===== src/include/pfdc_pkg.sv =====
// package: register map, field positions and reset values of the parallel fifo dma control block
package pfdc_pkg;
    // ************************************************************
    // register byte addresses (index * 4, since 0x31 is not word aligned)
    // ************************************************************
    localparam logic [7:0] PFDC_IDX_FIFO_CONTROL = 8'h31;
    localparam logic [7:0] PFDC_IDX_CHANNEL_RESET = 8'h6C;
    localparam logic [7:0] PFDC_IDX_AUX_CONTROL = 8'h3F;
    localparam logic [7:0] PFDC_IDX_FIFO_QUANTITY = 8'h3A;
    localparam logic [7:0] PFDC_IDX_FIFO_THRESHOLD = 8'h3B;
    localparam logic [7:0] PFDC_IDX_STATUS = 8'h70;
    localparam logic [9:0] PFDC_ADDR_FIFO_CONTROL = {PFDC_IDX_FIFO_CONTROL, 2'b00};
    localparam logic [9:0] PFDC_ADDR_CHANNEL_RESET = {PFDC_IDX_CHANNEL_RESET, 2'b00};
    localparam logic [9:0] PFDC_ADDR_AUX_CONTROL = {PFDC_IDX_AUX_CONTROL, 2'b00};
    localparam logic [9:0] PFDC_ADDR_FIFO_QUANTITY = {PFDC_IDX_FIFO_QUANTITY, 2'b00};
    localparam logic [9:0] PFDC_ADDR_FIFO_THRESHOLD = {PFDC_IDX_FIFO_THRESHOLD, 2'b00};
    localparam logic [9:0] PFDC_ADDR_STATUS = {PFDC_IDX_STATUS, 2'b00};
    // ************************************************************
    // field positions
    // ************************************************************
    localparam int PFDC_BIT_FIFO_FLUSH = 7;
    localparam int PFDC_BIT_REQ_ENABLE = 6;
    localparam int PFDC_BIT_DIRECTION = 5;
    localparam int PFDC_BIT_SOFT_RESET = 0;
    localparam int PFDC_BIT_ACK_SYNC = 1;
    localparam int PFDC_BIT_UNFAIR = 0;
    // ************************************************************
    // reset values and masks
    // ************************************************************
    localparam logic [7:0] PFDC_RST_FIFO_CONTROL = 8'h00;
    localparam logic [7:0] PFDC_RST_CHANNEL_RESET = 8'h00;
    localparam logic [7:0] PFDC_RST_AUX_CONTROL = 8'h00;
    localparam logic [6:0] PFDC_RST_THRESHOLD = 7'h00;
    localparam logic [7:0] PFDC_MASK_CHANNEL_RESET = 8'h01;
    localparam logic [7:0] PFDC_MASK_AUX_CONTROL = 8'hFB;
    localparam logic [7:0] PFDC_CMD_HARD_RESET = 8'h81;
    localparam logic [6:0] PFDC_WORD_BYTES = 7'h02;
endpackage : pfdc_pkg


===== src/rtl/pfdc_top.sv =====
// module: apb register slave, transfer request logic and fair-share override of the parallel fifo channel
`timescale 1ns/10ps
module pfdc_top
(
    input wire logic clk_sys_i,
    input wire logic nrst_i,
    input wire logic psel_i,
    input wire logic penable_i,
    input wire logic pwrite_i,
    input wire logic [31:0] paddr_i,
    input wire logic [31:0] pwdata_i,
    input wire logic [3:0] pstrb_i,
    output logic [31:0] prdata_o,
    output logic pready_o,
    output logic pslverr_o,
    input wire logic [6:0] fifo_level_i,
    input wire logic [7:0] channel_command_i,
    input wire logic channel_command_valid_i,
    input wire logic transfer_grant_n_i,
    input wire logic [1:0] serial_svc_pending_i,
    input wire logic [1:0] serial_svc_line_n_i,
    output logic transfer_request_n_o,
    output logic transfer_grant_o,
    output logic transfer_direction_o,
    output logic fifo_flush_o,
    output logic channel_reset_o,
    output logic [1:0] serial_svc_req_n_o
);
    import pfdc_pkg::*;

    // ************************************************************
    // apb decode
    // ************************************************************
    logic setup_q;
    logic [7:0] fifo_control_q;
    logic [7:0] channel_reset_q;
    logic [7:0] aux_control_q;
    logic [6:0] threshold_q;
    logic [6:0] quantity_q;
    logic [2:0] grant_sync_q;
    logic grant_d;
    logic [2:0] line0_sync_q;
    logic [2:0] line1_sync_q;
    logic [1:0] line_busy_q;
    logic wr_fire;
    logic rd_fire;
    logic hard_clear;
    logic chan_rst;
    logic [7:0] wbyte;
    logic mapped;

    function automatic logic addr_hit(input logic [31:0] a, input logic [9:0] reg_addr);
        addr_hit = (a[31:10] == 22'h000000) && (a[9:0] == reg_addr);
    endfunction : addr_hit

    assign wr_fire = psel_i && penable_i && pwrite_i && pready_o;
    assign rd_fire = psel_i && penable_i && !pwrite_i && pready_o;
    assign wbyte = pstrb_i[0] ? pwdata_i[7:0] : 8'h00;
    assign mapped = addr_hit(paddr_i, PFDC_ADDR_FIFO_CONTROL) || addr_hit(paddr_i, PFDC_ADDR_CHANNEL_RESET)
        || addr_hit(paddr_i, PFDC_ADDR_AUX_CONTROL) || addr_hit(paddr_i, PFDC_ADDR_FIFO_QUANTITY)
        || addr_hit(paddr_i, PFDC_ADDR_FIFO_THRESHOLD) || addr_hit(paddr_i, PFDC_ADDR_STATUS);
    // command x81 from either serial channel is a device hard reset for this register
    assign hard_clear = channel_command_valid_i && (channel_command_i == PFDC_CMD_HARD_RESET);
    // parallel channel logic runs under soft reset as well as the pin reset
    assign chan_rst = !nrst_i || channel_reset_q[PFDC_BIT_SOFT_RESET];

    // two wait states: answer on the third access cycle keeps decode off the pready path
    always_ff @(posedge clk_sys_i)
    begin
        if (!nrst_i)
            setup_q <= 1'b0;
        else
            setup_q <= psel_i && penable_i && !setup_q;
    end

    always_ff @(posedge clk_sys_i)
    begin
        if (!nrst_i)
            pready_o <= 1'b0;
        else
            pready_o <= psel_i && penable_i && !pready_o && setup_q;
    end

    always_ff @(posedge clk_sys_i)
    begin
        if (!nrst_i)
            pslverr_o <= 1'b0;
        else
            pslverr_o <= psel_i && penable_i && !pready_o && setup_q && !mapped;
    end

    // ************************************************************
    // registers
    // ************************************************************
    // channel reset register is only in this (channel 0) set, at 6C
    always_ff @(posedge clk_sys_i)
    begin
        if (!nrst_i)
            channel_reset_q <= PFDC_RST_CHANNEL_RESET;
        else if (wr_fire && addr_hit(paddr_i, PFDC_ADDR_CHANNEL_RESET))
            channel_reset_q <= wbyte & PFDC_MASK_CHANNEL_RESET;
    end

    // a write that clears flush ends the fifo reset; flush and direction land together
    always_ff @(posedge clk_sys_i)
    begin
        if (chan_rst || hard_clear)
            fifo_control_q <= PFDC_RST_FIFO_CONTROL;
        else if (wr_fire && addr_hit(paddr_i, PFDC_ADDR_FIFO_CONTROL))
            fifo_control_q <= wbyte;
    end

    // aux control is serial-wide, so soft reset leaves it alone
    always_ff @(posedge clk_sys_i)
    begin
        if (!nrst_i)
            aux_control_q <= PFDC_RST_AUX_CONTROL;
        else if (wr_fire && addr_hit(paddr_i, PFDC_ADDR_AUX_CONTROL))
            aux_control_q <= wbyte & PFDC_MASK_AUX_CONTROL;
    end

    always_ff @(posedge clk_sys_i)
    begin
        if (chan_rst)
            threshold_q <= PFDC_RST_THRESHOLD;
        else if (wr_fire && addr_hit(paddr_i, PFDC_ADDR_FIFO_THRESHOLD))
            threshold_q <= wbyte[6:0];
    end

    // quantity reads zero while flushing, since the fifo is empty then
    always_ff @(posedge clk_sys_i)
    begin
        if (chan_rst || fifo_control_q[PFDC_BIT_FIFO_FLUSH])
            quantity_q <= 7'h00;
        else
            quantity_q <= fifo_level_i;
    end

    always_ff @(posedge clk_sys_i)
    begin
        if (!nrst_i)
            prdata_o <= 32'h00000000;
        else if (psel_i && penable_i && !pwrite_i && setup_q && !pready_o)
        begin
            if (addr_hit(paddr_i, PFDC_ADDR_FIFO_CONTROL))
                prdata_o <= {24'h000000, fifo_control_q};
            else if (addr_hit(paddr_i, PFDC_ADDR_CHANNEL_RESET))
                prdata_o <= {24'h000000, channel_reset_q};
            else if (addr_hit(paddr_i, PFDC_ADDR_AUX_CONTROL))
                prdata_o <= {24'h000000, aux_control_q};
            else if (addr_hit(paddr_i, PFDC_ADDR_FIFO_QUANTITY))
                prdata_o <= {25'h0000000, quantity_q};
            else if (addr_hit(paddr_i, PFDC_ADDR_FIFO_THRESHOLD))
                prdata_o <= {25'h0000000, threshold_q};
            else if (addr_hit(paddr_i, PFDC_ADDR_STATUS))
                prdata_o <= {28'h0000000, !transfer_request_n_o, transfer_grant_o, serial_svc_req_n_o};
            else
                prdata_o <= 32'h00000000;
        end
        else if (rd_fire)
            prdata_o <= prdata_o;
    end

    // ************************************************************
    // grant synchroniser and request
    // ************************************************************
    // three stages; first stage feeds only the second
    always_ff @(posedge clk_sys_i)
    begin
        if (!nrst_i)
            grant_sync_q <= 3'b111;
        else
            grant_sync_q <= {grant_sync_q[1:0], transfer_grant_n_i};
    end

    // async mode waits for stages 2 and 3 to agree, costing three cycles of latency
    always_comb
    begin
        if (aux_control_q[PFDC_BIT_ACK_SYNC])
            grant_d = (grant_sync_q[2] == grant_sync_q[1]) ? !grant_sync_q[2] : transfer_grant_o;
        else
            grant_d = !transfer_grant_n_i;
    end

    always_ff @(posedge clk_sys_i)
    begin
        if (chan_rst)
            transfer_grant_o <= 1'b0;
        else
            transfer_grant_o <= grant_d;
    end

    always_ff @(posedge clk_sys_i)
    begin
        if (chan_rst)
            transfer_direction_o <= 1'b0;
        else
            transfer_direction_o <= fifo_control_q[PFDC_BIT_DIRECTION];
    end

    always_ff @(posedge clk_sys_i)
    begin
        if (chan_rst)
            fifo_flush_o <= 1'b1;
        else
            fifo_flush_o <= fifo_control_q[PFDC_BIT_FIFO_FLUSH];
    end

    always_ff @(posedge clk_sys_i)
    begin
        if (!nrst_i)
            channel_reset_o <= 1'b0;
        else
            channel_reset_o <= channel_reset_q[PFDC_BIT_SOFT_RESET];
    end

    // receive needs a whole word present; transmit trusts the threshold to leave room for a word
    // limitation: a threshold above 62 lets a transmit request stand with only one byte free
    always_ff @(posedge clk_sys_i)
    begin
        if (chan_rst)
            transfer_request_n_o <= 1'b1;
        else if (!fifo_control_q[PFDC_BIT_REQ_ENABLE] || fifo_control_q[PFDC_BIT_FIFO_FLUSH])
            transfer_request_n_o <= 1'b1;
        else if (fifo_control_q[PFDC_BIT_DIRECTION])
            transfer_request_n_o <= !(quantity_q <= threshold_q);
        else
            transfer_request_n_o <= !(quantity_q >= threshold_q && quantity_q >= PFDC_WORD_BYTES);
    end

    // ************************************************************
    // serial fair-share override
    // ************************************************************
    always_ff @(posedge clk_sys_i)
    begin
        if (!nrst_i)
        begin
            line0_sync_q <= 3'b111;
            line1_sync_q <= 3'b111;
        end
        else
        begin
            line0_sync_q <= {line0_sync_q[1:0], serial_svc_line_n_i[0]};
            line1_sync_q <= {line1_sync_q[1:0], serial_svc_line_n_i[1]};
        end
    end

    // a line's state changes only once both later stages agree, so a one-cycle glitch never counts
    always_ff @(posedge clk_sys_i)
    begin
        if (!nrst_i)
            line_busy_q <= 2'b00;
        else
        begin
            if (line0_sync_q[2] == line0_sync_q[1])
                line_busy_q[0] <= !line0_sync_q[2];
            if (line1_sync_q[2] == line1_sync_q[1])
                line_busy_q[1] <= !line1_sync_q[2];
        end
    end

    // serial channels 2 and 3 only; untouched by parallel soft reset
    genvar gi;
    generate
        for (gi = 0; gi < 2; gi++)
        begin : g_fair
            always_ff @(posedge clk_sys_i)
            begin
                if (!nrst_i)
                    serial_svc_req_n_o[gi] <= 1'b1;
                else if (!serial_svc_pending_i[gi])
                    serial_svc_req_n_o[gi] <= 1'b1;
                else if (aux_control_q[PFDC_BIT_UNFAIR])
                    serial_svc_req_n_o[gi] <= 1'b0;
                else if (serial_svc_req_n_o[gi] && line_busy_q[gi])
                    serial_svc_req_n_o[gi] <= 1'b1;
                else
                    serial_svc_req_n_o[gi] <= 1'b0;
            end
        end
    endgenerate
endmodule : pfdc_top


===== config.mk =====
export PLATFORM = sky130hd
export DESIGN_NAME = pfdc_top
export DESIGN_NICKNAME = d
export VERILOG_FILES = /design/src/include/pfdc_pkg.sv /design/src/rtl/pfdc_top.sv
export SDC_FILE = /design/constraint.sdc
export NUM_CORES = 1
export LEC_CHECK = 0
export BUFFER_PORTS_ARGS = -buffer_cell sky130_fd_sc_hd__buf_4
export CAP_MARGIN = 20
export CORE_MARGIN = 8
export CORE_UTILIZATION = 48
export CTS_BUF_LIST = sky130_fd_sc_hd__clkbuf_8
export DETAILED_ROUTE_END_ITERATION = 8
export PLACE_DENSITY = 0.9
export SLEW_MARGIN = 15
export SYNTH_ARGS = -nofsm -noshare
export SYNTH_HDL_FRONTEND = slang
export SYNTH_SLANG_ARGS = --single-unit

===== constraint.sdc =====
create_clock -name clk_sys_i -period 2.9 [get_ports clk_sys_i]
set_input_delay 0.58 -clock clk_sys_i [delete_from_list [all_inputs] [get_ports clk_sys_i]]
set_output_delay 0.58 -clock clk_sys_i [all_outputs]
set_load 0.05 [all_outputs]

==> run_results.csv, run 1 <==
group,metric,value,unit
clock_tree,clock_sinks,59,
route,wire_per_inst,16.35,microns
finish,fin_util,63.58,%
timing,setup_violations,0,
logic_synthesis,synth_cell_type_count,50,
route,ant_nets,0,
route,drcViolationCount,0,
placement,hpwlAfterDp,6163,microns
route,num_vias,2670,
finish,nets,509,
clock_tree,cts_max_level,3,
finish,insertedDiodeCount,0,
critical_path,worstSetupPathType,"primary input to flop",
critical_path,endpoint_kind,"flop",
finish,area_growth,30.06,%
pwr,ir_worst_vdd,332.2,uV
critical_path,start_kind,"primary input",
logic_synthesis,synth_edf_count,0,
global_routing,grt_pass1_vias,2648,
timing,tightest_slew,566.4,ps
timing,fmax,410.3,MHz
timing,relSlewSlack,61.89,%
placement,portBuffers,83,
global_routing,grt_max_degree,27,
logic_synthesis,synth-seq-cells,59,
finish,drive_above_1_share,28.33,%
clock_tree,clock_latency,340,ps
pwr,p_per_area,519.1,nW/um^2
clock_tree,cts_resized,0,
timing,rsz0062_at_grt,"no",
logic_synthesis,synthCells,318,
pwr,pwr-share-clk,44.1,%
route,drtPass1Iterations,5,
floorplan,core-area,5816,sq um
logic_synthesis,ys_async_sr_fraction,0,%
timing,finalMaxSlewViolations,0,
pwr,comb_power_share,12.4,%
critical_path,crit_chain,"buf_4, or4b_2, or4b_2, o22ai_1, o311ai_0, a21oi_1",
pwr,p_sw,478.0,uW
critical_path,crit_slowest_cell,"or4b_2",
timing,whs,416.3,ps
run_status,status,"complete, no violations",
pwr,power_leakage,1.557,nW
critical_path,crit_path_frequent_cell,"or4b_2",
pwr,p_sw_share,24.91,%
logic_synthesis,syn_area,2843,sq um
clock_tree,path_clk_slew,70,ps
critical_path,cp.arrival,2720,ps
clock_tree,cts_hold_buffers,0,
timing,finalCritPeriodShare,84.05,%
global_routing,antenna_found_initial,0,
logic_synthesis,ys_warn_count,0,
route,drt_iter0_markers,180,
global_routing,overflow,0,
floorplan,start_util,48.88,%
route,drt_wl_total,7980,microns
clock_tree,cts_tree,"built",
pwr,cellInternalPower,1.441,mW
run,drv.max_cap_violation_count,0,
critical_path,crit_required,3180,ps
route,viasPerCell,5.471,
critical_path,slowest_delay,730,ps
floorplan,rows,28,
timing,skew,6.881,ps
critical_path,worstPathMaxFanout,15,
floorplan,die_area,8641,sq um
placement,gp_congestion,0.8645,
clock_tree,clk_path_buf_depth,2,
worst_hold_path,holdCritPathClass,"flop to flop",
logic_synthesis,syn_avg_cell_area,8.939,sq um
timing,final.setup.tns,0,ps
clock_tree,cts_root_buffer,"clkbuf_8",
timing,hold_viol,0,
global_routing,grt_first_pass_wirelength,12700,microns
floorplan,io_pins,135,
clock_tree,cts_setup_buffers,0,
clock_tree,numCtsBuffers,9,
timing,fin_crit,2437,ps
floorplan,die_w,92.96,microns
global_routing,grt_usage,18.57,%
logic_synthesis,synth_ff_type,"dfxtp_1",
finish,filler_cell_count,472,
floorplan,die_h,92.96,microns
pwr,seqPwrFrac,43.5,%
placement,dpl.cell_count,472,
logic_synthesis,ys_seq_area_share,41.55,%
finish,stdcell_count,488,
cell type report:
type	count	area (sq um)	area share, %
inverters	13	48.80	1.320
multi-input cells	237	1486	40.20
clock buffers	11	151.4	4.095
well taps	75	93.84	2.538
clock inverters	5	75.07	2.030
repair buffers	88	660.6	17.87
flip-flops and latches	59	1181	31.95
cells by family (layout without fill, tap and decap cells):
kind of cell | after synthesis | in the layout | synth area share (%)
simple gates | 135 | 135 | 26.80
flops | 59 | 59 | 41.55
compound gates | 48 | 48 | 10.92
buf+inv | 45 | 117 | 9.419
mux | 22 | 22 | 7.746
fa+ha+maj | 8 | 8 | 3.433
other cells | 1 | 24 | 0.1319
cells in the final DEF, fill, tap and decap left out, drive strengths merged, types with 2 or more instances in the layout:
master  synthesis  layout
nor3            3       3
conb            1      24
inv            13      13
clkinv          0       3
ha              7       7
o21ai          12      12
nor2b           3       3
buf            27      88
o211ai          2       2
nor4           12      12
nor2           36      36
nand3          15      15
and3            3       3
or4b            2       2
nand3b          3       3
nor4b           2       2
bufinv          0       2
nand4           6       6
o22ai           2       2
nand2          13      13
a21oi          12      12
mux2i          22      22
o21a            2       2
a22oi           2       2
and2           16      16
a22o            4       4
clkbuf          5      11
a221oi          3       3
dfxtp          59      59
or3             2       2
o311ai          2       2
nand2b         14      14
cell usage after synthesis, types with 3 or more instances:
library cell,count,share of area (%)
nand2b_1,13,2.9
nand2_1,13,1.7
nor2_1,36,4.8
dfxtp_1,59,42
buf_4,24,6.3
a221oi_1,3,0.92
nand3_1,15,2.6
inv_1,13,1.7
mux2i_1,22,7.7
nand3b_1,3,0.79
ha_1,7,3.1
o21ai_0,12,2.1
a21oi_1,12,2.1
nor3_1,3,0.53
nor2b_1,3,0.66
nand4_1,6,1.3
clkbuf_1,5,0.66
and3_1,3,0.66
a22o_1,4,1.2
and2_2,7,1.8
nor4_1,10,2.2
and2_1,9,2.0
registers in the layout (all words and copies together), names as in the netlist, 2 cells and up:
register            cells
fifo_control_q          8
line_busy_q             2
line1_sync_q            3
line0_sync_q            3
aux_control_q           7
serial_svc_req_n_o      2
prdata_o                8
quantity_q              7
grant_sync_q            3
threshold_q             7
power by group through the flow:
stage	Clock [mW]	Combinational (mW)	Sequential, mW
3_5_place_dp	0	0.236	0.852
5_1_grt	0.897	0.255	0.835
2_1_floorplan	0	0.150	0.862
3_3_place_gp	0	0.231	0.851
6_report	0.846	0.239	0.834
4_1_cts	0.853	0.238	0.834
metal layers:
| layer | global-route usage (%) | share of wire (%) | up-vias |
|---|---|---|---|
| met3 | 7.686 | 11 | 23 |
| li1 | - | - | 1263 |
| met2 | 31.95 | 50 | 139 |
| met5 | 0 | 0 | - |
| met4 | 7.651 | 2.2 | 0 |
| met1 | 19.59 | 37 | 1245 |
critical path, delay by kind of cell:
family                 cells  cell delay (ps)
AO/OA/AOI/OAI              3              550
AND/OR/NAND/NOR            2             1420
buffers and inverters      1              170
path summary, 6_finish.rpt:
| check | start | to | slack (ps) | depth (start not counted) |
|---|---|---|---|---|
| setup / recovery | paddr_i[2] | prdata_o[3] | 460 | 6 |
| hold / removal | line1_sync_q[0] | line1_sync_q[1] | 420 | 1 |
| setup reg to reg | pready_o | prdata_o[0] | 1160 | 5 |
| hold reg to reg | line1_sync_q[0] | line1_sync_q[1] | 420 | 1 |
through the flow:
| step | total power, mW | area [sq um] | setup WS (ps) |
|---|---|---|---|
| detailed placement | 1.087 | 3471 | 148.9 |
| finish | 1.919 | 3697 | 462.7 |
| global route | 1.987 | 3697 | 415.0 |
| CTS | 1.925 | 3697 | 500.5 |
| floorplan | 1.011 | 2929 | 438.9 |
| global placement | 1.082 | 3471 | 180.5 |
Power figures use the tool's default switching activity.
==> inputs of run 2 (changes only) <==
ABC_AREA = 1   (was default)
CORE_UTILIZATION = 49   (was 48)
clock period = 2.5 ns   (was 2.9 ns; I/O delays follow)
==> run_results.csv, run 2 <==
group,metric,value,unit
global_routing,grt_pass1_vias,2862,
floorplan,core-area,6241,sq um
logic_synthesis,syn_avg_cell_area,7.611,sq um
pwr,p_sw,611.3,uW
logic_synthesis,synth.area.top_cells,"dfxtp_1 38%, inv_1 6.9%, nand2_1 6.9%",
clock_tree,clock_latency,350,ps
finish,final_cell_mix,"85 x buf_4, 59 x dfxtp_1, 57 x inv_1, 57 x nand2_1, 39 x nor2_1",
critical_path,crit_required,2740,ps
timing,setup_violations,0,
global_routing,grt_max_degree,20,
clock_tree,clock_sinks,59,
critical_path,worstSetupPathType,"primary input to flop",
finish,area_growth,25.94,%
global_routing,overflow,0,
route,num_vias,2938,
logic_synthesis,synthCells,410,
global_routing,antenna_found_initial,0,
timing,final.setup.tns,0,ps
floorplan,die_w,95.80,microns
logic_synthesis,synthMostInstantiatedCell,"dfxtp_1",
pwr,ir_worst_vdd,399.8,uV
logic_synthesis,synth_edf_count,0,
run_status,status,"complete, no violations",
clock_tree,cts_resized,0,
timing,skew,10.01,ps
logic_synthesis,ys_warn_count,0,
clock_tree,cts_max_level,3,
placement,gp_congestion,0.8785,
floorplan,die_area,9178,sq um
clock_tree,cts_tree,"built",
placement,hpwlAfterDp,6447,microns
critical_path,worstPathMaxFanout,13,
timing,tightest_slew,544.1,ps
timing,relSlewSlack,63.59,%
pwr,p_sw_share,27.28,%
route,drt_wl_total,8042,microns
critical_path,endpoint_kind,"flop",
critical_path,cp.arrival,2040,ps
finish,mostFrequentLayoutCell,"buf_4",
pwr,seqPwrFrac,43.2,%
route,wire_per_inst,13.87,microns
timing,finalCritPeriodShare,72.11,%
timing,rsz0062_at_grt,"no",
route,drcViolationCount,0,
timing,fin_crit,1803,ps
logic_synthesis,synth-seq-cells,59,
floorplan,rows,29,
clock_tree,cts_setup_buffers,0,
route,drtPass1Iterations,4,
timing,fmax,554.7,MHz
timing,hold_viol,0,
logic_synthesis,syn_area,3120,sq um
floorplan,start_util,50.00,%
global_routing,grt_usage,18.02,%
clock_tree,numCtsBuffers,9,
placement,portBuffers,83,
route,ant_nets,0,
pwr,cellInternalPower,1.629,mW
critical_path,start_kind,"primary input",
finish,fin_util,62.97,%
pwr,power_leakage,1.978,nW
finish,insertedDiodeCount,0,
floorplan,io_pins,135,
finish,reg.largest.list,"fifo_control_q (8), prdata_o (8)",
logic_synthesis,synth_common_cells,"59 x dfxtp_1, 57 x inv_1, 57 x nand2_1",
route,drt_iter0_markers,221,
pwr,comb_power_share,12.8,%
clock_tree,cts_hold_buffers,0,
global_routing,grt_first_pass_wirelength,12940,microns
logic_synthesis,synth_top_cell_by_area,"dfxtp_1",
route,viasPerCell,5.066,
timing,finalMaxSlewViolations,0,
finish,drive_above_1_share,28.83,%
pwr,pwr-share-clk,44.0,%
clock_tree,path_clk_slew,80,ps
worst_hold_path,holdCritPathClass,"primary input to flop",
logic_synthesis,ys_async_sr_fraction,0,%
placement,place_area,3706,sq um
finish,fin_area,3930,sq um
logic_synthesis,ys_seq_area_share,37.85,%
logic_synthesis,synth_top_area_share,37.85,%
clock_tree,cts_root_buffer,"clkbuf_8",
pwr,p_per_area,570.1,nW/um^2
logic_synthesis,synth_ff_type,"dfxtp_1",
clock_tree,clk_path_buf_depth,2,
logic_synthesis,synth_cell_type_count,42,
run,drv.max_cap_violation_count,0,
finish,nets,599,
floorplan,die_h,95.80,microns
==> run 2: cell type report <==
| class | instances | area, sq um |
|---|---|---|
| Clock buffer | 9 | 123.9 |
| Clock inverter | 7 | 100.1 |
| Fill cell | 572 | 2311 |
| Inverter | 66 | 250.2 |
| Multi-Input combinational cell | 277 | 1540 |
| Sequential cell | 59 | 1181 |
| Tap cell | 77 | 96.34 |
| Timing Repair Buffer | 85 | 638.1 |
==> run 2: through the flow <==
| stage | worst slack [ps] | instances | hold slack, ps | power, mW |
|---|---|---|---|---|
| floorplan | 769.3 | 433 | 392.5 | 1.191 |
| global placement | 405.8 | 564 | 397.8 | 1.266 |
| detailed placement | 375.4 | 564 | 402.5 | 1.274 |
| CTS | 723.7 | 580 | 325.7 | 2.247 |
| global route | 585.2 | 580 | 318.1 | 2.318 |
| finish | 697.2 | 580 | 327.8 | 2.241 |
==> run 2: worst paths after layout <==
| kind | startpoint | endpoint | slack (ps) | depth (start not counted) |
|---|---|---|---|---|
| setup reg to reg | threshold_q[4] | transfer_request_n_o | 880 | 8 |
| setup / recovery | paddr_i[11] | aux_control_q[0] | 700 | 10 |
| hold / removal | serial_svc_line_n_i[0] | line0_sync_q[0] | 330 | 2 |
| hold reg to reg | grant_sync_q[0] | grant_sync_q[1] | 420 | 1 |
==> run 2: metal layers <==
layer	GRT usage, %	vias up	wire length, microns
li1	-	1454	-
met1	19.39	1330	2984
met2	30.74	133	3923
met3	6.864	21	894
met4	8.195	0	240
met5	0	-	0
==> run 2: critical path, stage by stage <==
cell and delay (ps):
buf_4 100, or2_1 230, nor2_2 160, nand2_2 110, nor2_8 230, nand2_4 160
nor2_4 220, inv_2 120, o21ai_1 150, a21oi_1 60
==> run 2: logic make-up (layout without fill, tap and decap cells) <==
group | count (synthesis) | count (layout) | share of synthesized area [%]
AO/OA/AOI/OAI | 82 | 82 | 15.60
adder cells (fa/ha/maj) | 9 | 9 | 3.448
buffers and inverters | 97 | 167 | 15.56
flip-flops | 59 | 59 | 37.85
other | 1 | 24 | 0.1202
AND/OR/NAND/NOR | 162 | 162 | 27.43
==> run 2: power by group through the flow <==
stage	registers [mW]	logic (mW)	clock network, mW
after floorplan	1.00	0.187	0
after global placement	0.989	0.278	0
after detailed placement	0.989	0.284	0
after CTS	0.968	0.285	0.994
after global routing	0.970	0.311	1.04
final	0.968	0.286	0.987
